==> src/rtl/efo_defines.svh <==
// Purpose: constants of the encoder simulation frequency output unit
// Assumes: 200 MHz core clock, 32-bit APB register window
// Notes:   offsets are byte addresses
`ifndef EFO_DEFINES_SVH
`define EFO_DEFINES_SVH

// register byte offsets
`define EFO_CTRL_OFS     12'h000
`define EFO_MAXSPD_OFS   12'h004
`define EFO_OFFSET_OFS   12'h008
`define EFO_STATUS_OFS   12'h00C
`define EFO_POS_OFS      12'h010

// control register fields
`define EFO_CTRL_SEL_LSB 0
`define EFO_CTRL_SEL_MSB 2
`define EFO_CTRL_ENC_LSB 4
`define EFO_CTRL_ENC_MSB 6

// reset values
`define EFO_SEL_RST      3'h0
`define EFO_ENC_RST      3'h3
`define EFO_MAXSPD_RST   16'h0BB8
`define EFO_OFFSET_RST   16'h0000

// encoder constant code to increments per revolution
`define EFO_INCR_CODE0   13'h0100
`define EFO_INCR_CODE1   13'h0200
`define EFO_INCR_CODE2   13'h0400
`define EFO_INCR_CODE3   13'h0800
`define EFO_INCR_CODE4   13'h1000

// timing and scaling
`define EFO_CLK_HZ       200000000
`define EFO_PCT_SCALE    10000
`define EFO_SEC_PER_MIN  60
`define EFO_RATE_SCALE   600000
`define EFO_QUAD_STATES  4
`define EFO_OFFSET_BITS  16

`endif

==> src/rtl/efo_pkg.sv <==
// Purpose: types of the encoder simulation frequency output unit
// Assumes: nothing beyond the defines header
// Notes:   mode order follows the source selector encoding
package efo_pkg;

  typedef enum logic [2:0] {
    EFO_PERCENT,
    EFO_SPEED,
    EFO_RES_INT,
    EFO_RES_EXT,
    EFO_PASS_ENC,
    EFO_PASS_FREQ,
    EFO_IDLE_A,
    EFO_IDLE_B
  } efo_mode_t;

endpackage

==> src/rtl/efo_frequency_output_unit.sv <==
// Purpose: quadrature pulse output synthesised from setpoints, resolver or pass-through
// Assumes: setpoints, arm and resolver angle come from logic on core_clk
// Notes:   pins pass two flip-flops; APB answers with zero wait states
// Contract
// - mode 0: percent times increments times nmax
// - encoder constant code selects increments; 3=2048
// - armed probe edge: zero one revolution later
// - zero offset shifts; 65536 equals 360 degrees
// - mode 1: rpm times increments over 60
// - modes 2,3: simulate encoder from resolver
// - mode 2: zero at resolver zero plus offset
// - mode 3: zero from armed probe edge
// - mode 4: encoder input passed straight through
// - mode 5: frequency input passed straight through
// - pass-through zero only if input has zero
// - tracks A, B, zero and complements, quadrature
// - positive: A leads B; negative: B leads
`include "efo_defines.svh"
`timescale 1ns/1ps

module efo_frequency_output_unit
  import efo_pkg::*;
(
  input  wire logic        core_clk,
  input  wire logic        rst,
  input  wire logic        psel,
  input  wire logic        penable,
  input  wire logic        pwrite,
  input  wire logic [11:0] paddr,
  input  wire logic [31:0] pwdata,
  output logic      [31:0] prdata,
  output logic             pready,
  output logic             pslverr,
  input  wire logic [15:0] percent_setpoint_in,
  input  wire logic [15:0] speed_setpoint_in,
  input  wire logic        zero_pulse_arm,
  input  wire logic [15:0] resolver_angle,
  input  wire logic        probe_terminal,
  input  wire logic [2:0]  encoder_input_terminal,
  input  wire logic [2:0]  frequency_input_terminal,
  output logic             track_a,
  output logic             track_a_n,
  output logic             track_b,
  output logic             track_b_n,
  output logic             zero_track,
  output logic             zero_track_n
);

  localparam logic [48:0] ACC_MOD =
    49'(64'(`EFO_CLK_HZ) * 64'(`EFO_RATE_SCALE));

  function automatic logic [12:0] incr_for_code(input logic [2:0] code);
    logic [12:0] r;
    r = `EFO_INCR_CODE3;
    unique case (code)
      3'h0:    r = `EFO_INCR_CODE0;
      3'h1:    r = `EFO_INCR_CODE1;
      3'h2:    r = `EFO_INCR_CODE2;
      3'h3:    r = `EFO_INCR_CODE3;
      default: r = `EFO_INCR_CODE4;
    endcase
    return r;
  endfunction

  function automatic logic [15:0] magnitude(input logic [15:0] v);
    return v[15] ? 16'(-v) : v;
  endfunction

  // configuration registers
  logic [2:0]  output_source_select;
  logic [2:0]  encoder_constant;
  logic [15:0] max_speed_setting;
  logic [15:0] zero_pulse_offset;

  // synchronisers for pins
  logic        probe_meta;
  logic        probe_sync;
  logic        probe_prev;
  logic [2:0]  enc_meta;
  logic [2:0]  enc_sync;
  logic [2:0]  freq_meta;
  logic [2:0]  freq_sync;

  // synthesis state
  efo_mode_t   mode;
  logic [12:0] incr_per_rev;
  logic [15:0] steps_per_rev;
  logic [15:0] offset_steps;
  logic [48:0] rate;
  logic        rate_neg;
  logic [48:0] acc;
  logic        acc_step;
  logic        step_up;
  logic        step_down;
  logic [15:0] pos;
  logic [15:0] res_target;
  logic [15:0] res_diff;
  logic        synced;
  logic        wrapped;
  logic        zero_hit;
  efo_mode_t   mode_prev;
  logic [15:0] zero_ref;
  logic [15:0] zero_pos;
  logic [16:0] travel;

  wire logic apb_write = psel & penable & pwrite;
  wire logic probe_rise = probe_sync & ~probe_prev;

  assign mode          = efo_mode_t'(output_source_select);
  assign incr_per_rev  = incr_for_code(encoder_constant);
  assign steps_per_rev = 16'(incr_per_rev) * 16'(`EFO_QUAD_STATES);

  // zero position in quadrature steps; 2^16 offset counts span one revolution
  always_comb begin
    logic [31:0] prod;
    prod = 32'(zero_pulse_offset) * 32'(steps_per_rev);
    offset_steps = prod[31:`EFO_OFFSET_BITS];
  end

  // register writes
  always_ff @(posedge core_clk) begin
    if (rst) begin
      output_source_select <= `EFO_SEL_RST;
      encoder_constant     <= `EFO_ENC_RST;
      max_speed_setting    <= `EFO_MAXSPD_RST;
      zero_pulse_offset    <= `EFO_OFFSET_RST;
    end else if (apb_write) begin
      unique case (paddr)
        `EFO_CTRL_OFS: begin
          output_source_select <= pwdata[`EFO_CTRL_SEL_MSB:`EFO_CTRL_SEL_LSB];
          encoder_constant     <= pwdata[`EFO_CTRL_ENC_MSB:`EFO_CTRL_ENC_LSB];
        end
        `EFO_MAXSPD_OFS: max_speed_setting <= pwdata[15:0];
        `EFO_OFFSET_OFS: zero_pulse_offset <= pwdata[15:0];
        default: ;
      endcase
    end
  end

  // register reads and bus answer; unmapped addresses give an error and zero
  always_ff @(posedge core_clk) begin
    if (rst) begin
      prdata  <= 32'h0000_0000;
      pready  <= 1'b0;
      pslverr <= 1'b0;
    end else begin
      pready  <= psel & ~penable;
      pslverr <= 1'b0;
      prdata  <= 32'h0000_0000;
      if (psel & ~penable) begin
        unique case (paddr)
          `EFO_CTRL_OFS:
            prdata <= {25'h0, encoder_constant, 1'b0, output_source_select};
          `EFO_MAXSPD_OFS: prdata <= {16'h0, max_speed_setting};
          `EFO_OFFSET_OFS: prdata <= {16'h0, zero_pulse_offset};
          `EFO_STATUS_OFS: prdata <= {28'h0, rate_neg, wrapped, synced, zero_hit};
          `EFO_POS_OFS:    prdata <= {16'h0, pos};
          default:         pslverr <= 1'b1;
        endcase
      end
    end
  end

  // pin synchronisers
  always_ff @(posedge core_clk) begin
    if (rst) begin
      probe_meta <= 1'b0;
      probe_sync <= 1'b0;
      probe_prev <= 1'b0;
      enc_meta   <= 3'h0;
      enc_sync   <= 3'h0;
      freq_meta  <= 3'h0;
      freq_sync  <= 3'h0;
    end else begin
      probe_meta <= probe_terminal;
      probe_sync <= probe_meta;
      probe_prev <= probe_sync;
      enc_meta   <= encoder_input_terminal;
      enc_sync   <= enc_meta;
      freq_meta  <= frequency_input_terminal;
      freq_sync  <= freq_meta;
    end
  end

  // rate in quadrature transitions, scaled by clock rate times 600000
  always_ff @(posedge core_clk) begin
    logic [48:0] num;
    num = 49'h0;
    if (rst) begin
      rate     <= 49'h0;
      rate_neg <= 1'b0;
    end else begin
      unique case (mode)
        EFO_PERCENT: begin
          // percent in 0.01 % units: f*600000 = pct*incr*nmax
          num = 49'(magnitude(percent_setpoint_in)) * 49'(incr_per_rev)
              * 49'(max_speed_setting) * 49'(`EFO_QUAD_STATES);
          rate_neg <= percent_setpoint_in[15];
        end
        EFO_SPEED: begin
          num = 49'(magnitude(speed_setpoint_in)) * 49'(incr_per_rev)
              * 49'(`EFO_PCT_SCALE) * 49'(`EFO_QUAD_STATES);
          rate_neg <= speed_setpoint_in[15];
        end
        default: rate_neg <= 1'b0;
      endcase
      // clamp keeps at most one transition per clock
      rate <= (num >= ACC_MOD) ? ACC_MOD - 49'h1 : num;
    end
  end

  // phase accumulator; each overflow is one quadrature transition
  always_ff @(posedge core_clk) begin
    logic [48:0] sum;
    sum = acc + rate;
    if (rst) begin
      acc      <= 49'h0;
      acc_step <= 1'b0;
    end else if (sum >= ACC_MOD) begin
      acc      <= sum - ACC_MOD;
      acc_step <= 1'b1;
    end else begin
      acc      <= sum;
      acc_step <= 1'b0;
    end
  end

  // resolver angle mapped onto output steps; chase it one step per clock
  always_comb begin
    logic [31:0] prod;
    prod = 32'(resolver_angle) * 32'(steps_per_rev);
    res_target = prod[31:16];
    if (res_target >= pos) begin
      res_diff = res_target - pos;
    end else begin
      res_diff = res_target + steps_per_rev - pos;
    end
  end

  always_comb begin
    step_up   = 1'b0;
    step_down = 1'b0;
    unique case (mode)
      EFO_PERCENT, EFO_SPEED: begin
        step_up   = acc_step & ~rate_neg;
        step_down = acc_step & rate_neg;
      end
      EFO_RES_INT, EFO_RES_EXT: begin
        step_up   = (res_diff != 16'h0) & (res_diff < {1'b0, steps_per_rev[15:1]});
        step_down = (res_diff != 16'h0) & ~step_up;
      end
      default: ;
    endcase
  end

  // position within one revolution of output steps
  always_ff @(posedge core_clk) begin
    if (rst) begin
      pos <= 16'h0;
    end else if (pos >= steps_per_rev) begin
      pos <= 16'h0;
    end else if (step_up) begin
      pos <= (pos == steps_per_rev - 16'h1) ? 16'h0 : pos + 16'h1;
    end else if (step_down) begin
      pos <= (pos == 16'h0) ? steps_per_rev - 16'h1 : pos - 16'h1;
    end
  end

  // external zero reference: the armed probe edge marks the start position and
  // the first zero follows one full revolution of travel, in either direction;
  // the probe edge never jumps pos, so the tracks keep strict quadrature
  always_ff @(posedge core_clk) begin
    logic [16:0] delta;
    delta = step_up ? 17'h00001 : (step_down ? 17'h1FFFF : 17'h00000);
    if (rst) begin
      synced    <= 1'b0;
      wrapped   <= 1'b0;
      travel    <= 17'h00000;
      zero_ref  <= 16'h0000;
      mode_prev <= EFO_PERCENT;
    end else begin
      mode_prev <= mode;
      // the probe wins over a mode change in the same cycle
      if (probe_rise & zero_pulse_arm
          & (mode == EFO_PERCENT || mode == EFO_SPEED || mode == EFO_RES_EXT)) begin
        synced   <= 1'b1;
        wrapped  <= 1'b0;
        travel   <= delta;
        zero_ref <= pos;
      end else if (mode != mode_prev) begin
        synced  <= 1'b0;
        wrapped <= 1'b0;
      end else if (synced & ~wrapped) begin
        travel <= travel + delta;
        if (travel + delta == {1'b0, steps_per_rev}
            || travel + delta == 17'h00000 - {1'b0, steps_per_rev}) begin
          wrapped <= 1'b1;
        end
      end
    end
  end

  // synced zero position: start mark plus offset, folded into one revolution
  always_comb begin
    logic [16:0] sum;
    sum      = {1'b0, zero_ref} + {1'b0, offset_steps};
    zero_pos = (sum >= {1'b0, steps_per_rev}) ? 16'(sum - {1'b0, steps_per_rev}) : sum[15:0];
  end

  always_comb begin
    zero_hit = 1'b0;
    unique case (mode)
      EFO_RES_INT: zero_hit = (pos == offset_steps);
      EFO_PERCENT, EFO_SPEED, EFO_RES_EXT:
        zero_hit = synced & wrapped & (pos == zero_pos);
      default: ;
    endcase
  end

  // output stage; A leads B when counting up
  always_ff @(posedge core_clk) begin
    logic a;
    logic b;
    logic z;
    a = pos[1] ^ pos[0];
    b = pos[1];
    z = zero_hit;
    unique case (mode)
      EFO_PASS_ENC: begin
        a = enc_sync[0];
        b = enc_sync[1];
        z = enc_sync[2];
      end
      EFO_PASS_FREQ: begin
        a = freq_sync[0];
        b = freq_sync[1];
        z = freq_sync[2];
      end
      default: ;
    endcase
    if (rst) begin
      track_a      <= 1'b0;
      track_a_n    <= 1'b1;
      track_b      <= 1'b0;
      track_b_n    <= 1'b1;
      zero_track   <= 1'b0;
      zero_track_n <= 1'b1;
    end else begin
      track_a      <= a;
      track_a_n    <= ~a;
      track_b      <= b;
      track_b_n    <= ~b;
      zero_track   <= z;
      zero_track_n <= ~z;
    end
  end

endmodule // efo_frequency_output_unit

==> config.mk <==
export PLATFORM = sky130hd
export DESIGN_NAME = efo_frequency_output_unit
export DESIGN_NICKNAME = d
export VERILOG_FILES = /design/src/rtl/efo_pkg.sv /design/src/rtl/efo_frequency_output_unit.sv
export VERILOG_INCLUDE_DIRS = /design/src /design/src/rtl
export SDC_FILE = /design/constraint.sdc
export NUM_CORES = 2
export LEC_CHECK = 0
export BUFFER_PORTS_ARGS = -buffer_cell sky130_fd_sc_hd__buf_2
export CAP_MARGIN = 40
export CELL_PAD_IN_SITES_DETAIL_PLACEMENT = 1
export CELL_PAD_IN_SITES_GLOBAL_PLACEMENT = 1
export CORE_ASPECT_RATIO = 0.9
export CORE_MARGIN = 1
export CORE_UTILIZATION = 40
export DETAILED_ROUTE_END_ITERATION = 16
export GPL_ROUTABILITY_DRIVEN = 0
export PLACE_DENSITY_LB_ADDON = 0.1
export SLEW_MARGIN = 5
export SYNTH_ARGS = -nofsm -noshare
export SYNTH_HDL_FRONTEND = slang
export SYNTH_SLANG_ARGS = --single-unit
==> constraint.sdc <==
create_clock -name core_clk -period 23.8 [get_ports core_clk]
set_input_delay 0 -clock core_clk [delete_from_list [all_inputs] [get_ports core_clk]]
set_output_delay 0 -clock core_clk [all_outputs]
set_load 0.03 [all_outputs]
==> results.txt <==
The net count of the finished layout is 6,603. The number of flops mapped to enable cells by yosys was 0. Adder-cell area share of the yosys netlist: 0.407. Worst hold slack after final layout: 46.8 ps.

The flow ran to the end, and the final reports show no timing, DRC or antenna violations. For the pin with the worst max-slew slack, the measured transition is 872 ps. The first global-routing pass estimated 223 mm of wire. After technology mapping, the gate count stands at 5,344. After synthesis the netlist holds a flip-flop and latch count of 220.

For this design the static power due to leakage is 23.4 nW. Max-cap violations in this run came to 0. In this run the cell area measured after placement is 0.0456 mm².

Worst setup path startpoint: encoder_constant[1]. Setup total negative slack on the finished layout was measured at 0 ps. The count of input and output buffers was 112; the hold violation count in the final report was 0. The tools report the largest net degree at the start of global routing as 72.

The final clock period utilization by the worst path came out at 0.651. The number of global-route vias before repair was 38,969; the compound-gate portion of the synthesized area was 0.142. After synthesis, the largest family of logic cells by area is adder cells.

After detailed routing, the number of remaining DRC violations is 0. The initial antenna violation count was 13; the ratio of cells with drive above 1 in the final layout was 0.0592. The detail route stage leaves a number of antenna-violating nets equal to 0.

Counting stages on the worst path, the most repeated cell is fa_1. The worst register-to-register path begins at encoder_constant[1]. The logs give 0.414 for the headroom to the max-slew limit and 139 mm for the aggregate routed wire length. The worst setup path is launched from a flop.

For the worst-skew pair, the clock arrives at the later sink with an insertion delay of 580 ps. The smallest clock period supported by the final layout is computed as 15,490 ps. The run gives 0.0646 GHz as the maximum clock frequency.

The async set-or-reset flop fraction in the synthesized netlist was 0. The routed wirelength normalized by instance count is 20.2 µm. Die span in x: 349 µm.

The worst hold path belongs to the class primary input to flop. The slowest stage of the critical path belongs to the cell nor4_1. Synthesis instantiated 97 different standard cells from the library. Once the clock tree was built, the resizer swapped 0 gates to a different size.

The run gives 0.0434 mm² as the cell area after technology mapping. Per-instance average area after synthesis: 8.12 µm². The area growth from synthesis to layout is 8.02%. In this run the worst path has a maximum fanout of 21. The clock passes through at most 3 buffers. The number of clock buffers added by TritonCTS is 27.

Setup repair after global routing left no endpoint under its margin. The run gives 0 as the number of max-slew violations in the final report. The biggest cell delay along the critical path works out to 680 ps. The H-tree level count is 1, and the overall fraction of global-route tracks in use is 0.257.

TritonCTS built the clock tree. The critical path's top delay family is adder cells. The worst-case clock skew is 26.6 ps, and the multiplexer share of the synthesized area is 0.00818. Dividing the detail-routed via count by the number of cells gives 5.42.

For the number of detailed-route iterations in the first pass, the log shows 6. The logs give 1,941 for the DRC violation total after the first TritonRoute iteration and 0.0469 mm² for the summed area of non-filler cells in the final layout. The clock net in this run drives a total of 220 sinks. STA puts the critical path data arrival time at 15,880 ps. The worst hold path begins at paddr[4]. By startpoint and endpoint, the worst setup path is classified as flop to flop. Total number of vias: 37,220. The starting density of the core came out at 0.404. For the detailed-placement wirelength estimate, the log shows 113 mm.

The peak supply drop is 0.181 mV, and the total global routing overflow is 0. The simple-gate area share of the yosys netlist was 0.187. CTS placed an instance of clkbuf_16 at the clock tree root. In this run the count of I/O pins placed on the die edge is 145.

The die footprint is 0.110 mm², and the combined buffer and inverter count along the critical path is 7. Kind of capture point of the worst setup path: a flop. The tools report the sequential cell area fraction in the yosys report as 0.101. Among all flip-flop cells after synthesis, the most frequent one is dfxtp_1. From bottom edge to top edge, the die measures 315 µm. Setup violations remaining at the end of the flow were counted as 0. The post-synthesis share of cell area spent on xor and xnor gates was 0.0577; the worst endpoint required time was 24,200 ps. In this run the power density over the cells is 102 mW/mm². In this run the standard cell core region covers 0.108 mm². The number of rows in the core area is 114, and the clock input transition at the sequential cells of the worst setup and hold paths is 60 ps.

Yosys warning count: 0.
per-stage QoR:
step	util	instances	setup WS (ps)	total power, W
after global routing	0.436	6859	7430	0.00518
after detailed placement	0.424	6778	8480	0.00430
final	0.436	6864	8310	0.00477
after CTS	0.436	6858	8440	0.00477
after floorplan	-	5360	10750	0.00303
after global placement	0.423	6764	7320	0.00426
final cells by class:
cell class / count / area (µm²)
tap: 1450 / 1810
clock inverter: 10 / 145
antenna: 6 / 15.0
timing repair buffer: 233 / 1610
multi-input combinational: 4055 / 34900
clock buffer: 37 / 783
fill: 13095 / 60600
inverter: 853 / 3200
sequential: 220 / 4410
where the power goes:
group,internal (W),switching [W],total (W)
Sequential,0.000424,0.0000349,0.000459
Clock,0.000262,0.000181,0.000444
Combinational,0.00136,0.00250,0.00387
tightest hold or removal path: stages:
cell and delay (ps):
buf_2 110, nand2_1 50, nor2_1 80, buf_4 240, nor3b_1 80
layer usage:
metal / vias up / GRT usage / wire length (µm)
li1: 17672 / - / -
met1: 18736 / 0.358 / 64900
met2: 685 / 0.430 / 64600
met3: 119 / 0.0293 / 6830
met4: 8 / 0.0444 / 2210
met5: - / 0 / 38
registers in the layout, summed over array words and instances (netlist names), 3 cells and up:
register and count:
acc 49, encoder_constant 3, mode 3, zero_pulse_offset 16
enc_sync 3, freq_sync 3, enc_meta 3, travel 17
max_speed_setting 16, prdata 16, rate 38, mode_prev 3
pos 16, freq_meta 3, zero_ref 16
cell usage after synthesis, drive strengths merged (34+ instances only):
cell type,instances,area share
inv,849,0.073
ha,603,0.17
nand2,595,0.051
fa,505,0.23
nor2,330,0.029
a21oi,276,0.032
dfxtp,220,0.10
and2,203,0.029
xnor2,188,0.038
clkbuf,187,0.016
o21ai,167,0.019
a21o,99,0.017
and3,97,0.014
xor2,97,0.020
nor3,85,0.0098
nand3,72,0.0084
nor2b,52,0.0075
nand2b,48,0.0069
o21a,46,0.0080
buf,45,0.0065
nand4,42,0.0061
nor4,40,0.0058
a211oi,38,0.0071
o211ai,34,0.0059
logic make-up (layout without fill, tap and decap cells):
| group | after synthesis | count (layout) |
|---|---|---|
| adder cells (fa/ha/maj) | 1108 | 1108 |
| AO/OA/AOI/OAI | 931 | 931 |
| multiplexers | 35 | 35 |
| other | 2 | 24 |
| AND/OR/NAND/NOR | 1678 | 1678 |
| flip-flops | 220 | 220 |
| buffers and inverters | 1085 | 1133 |
| XOR/XNOR | 285 | 285 |
placed cells by master (no fill, tap or decap), types with 46 or more instances in the layout:
master / count
nand2b_1: 48
buf_4: 81
fa_1: 505
xor2_1: 96
and3_1: 97
buf_2: 114
nand3_1: 71
inv_1: 846
a21o_1: 99
nor2b_1: 51
a21oi_1: 271
o21ai_0: 147
o21a_1: 46
xnor2_1: 187
nor2_1: 327
ha_1: 603
dfxtp_1: 217
and2_1: 202
nand2_1: 595
nor3_1: 83
final timing paths:
kind | end | slack [ps] | cells after the start
worst max-delay path | rate[23] | 8310 | 47
worst min-delay path | pslverr | 50 | 5
worst min register to register | enc_sync[2] | 440 | 1
worst max register to register | rate[23] | 8310 | 47
timing repair:
item,in CTS,in global routing
setup buffers,0,0
hold buffers,33,0
endpoints found under the hold margin,77,0
Power figures use the tool's default switching activity.
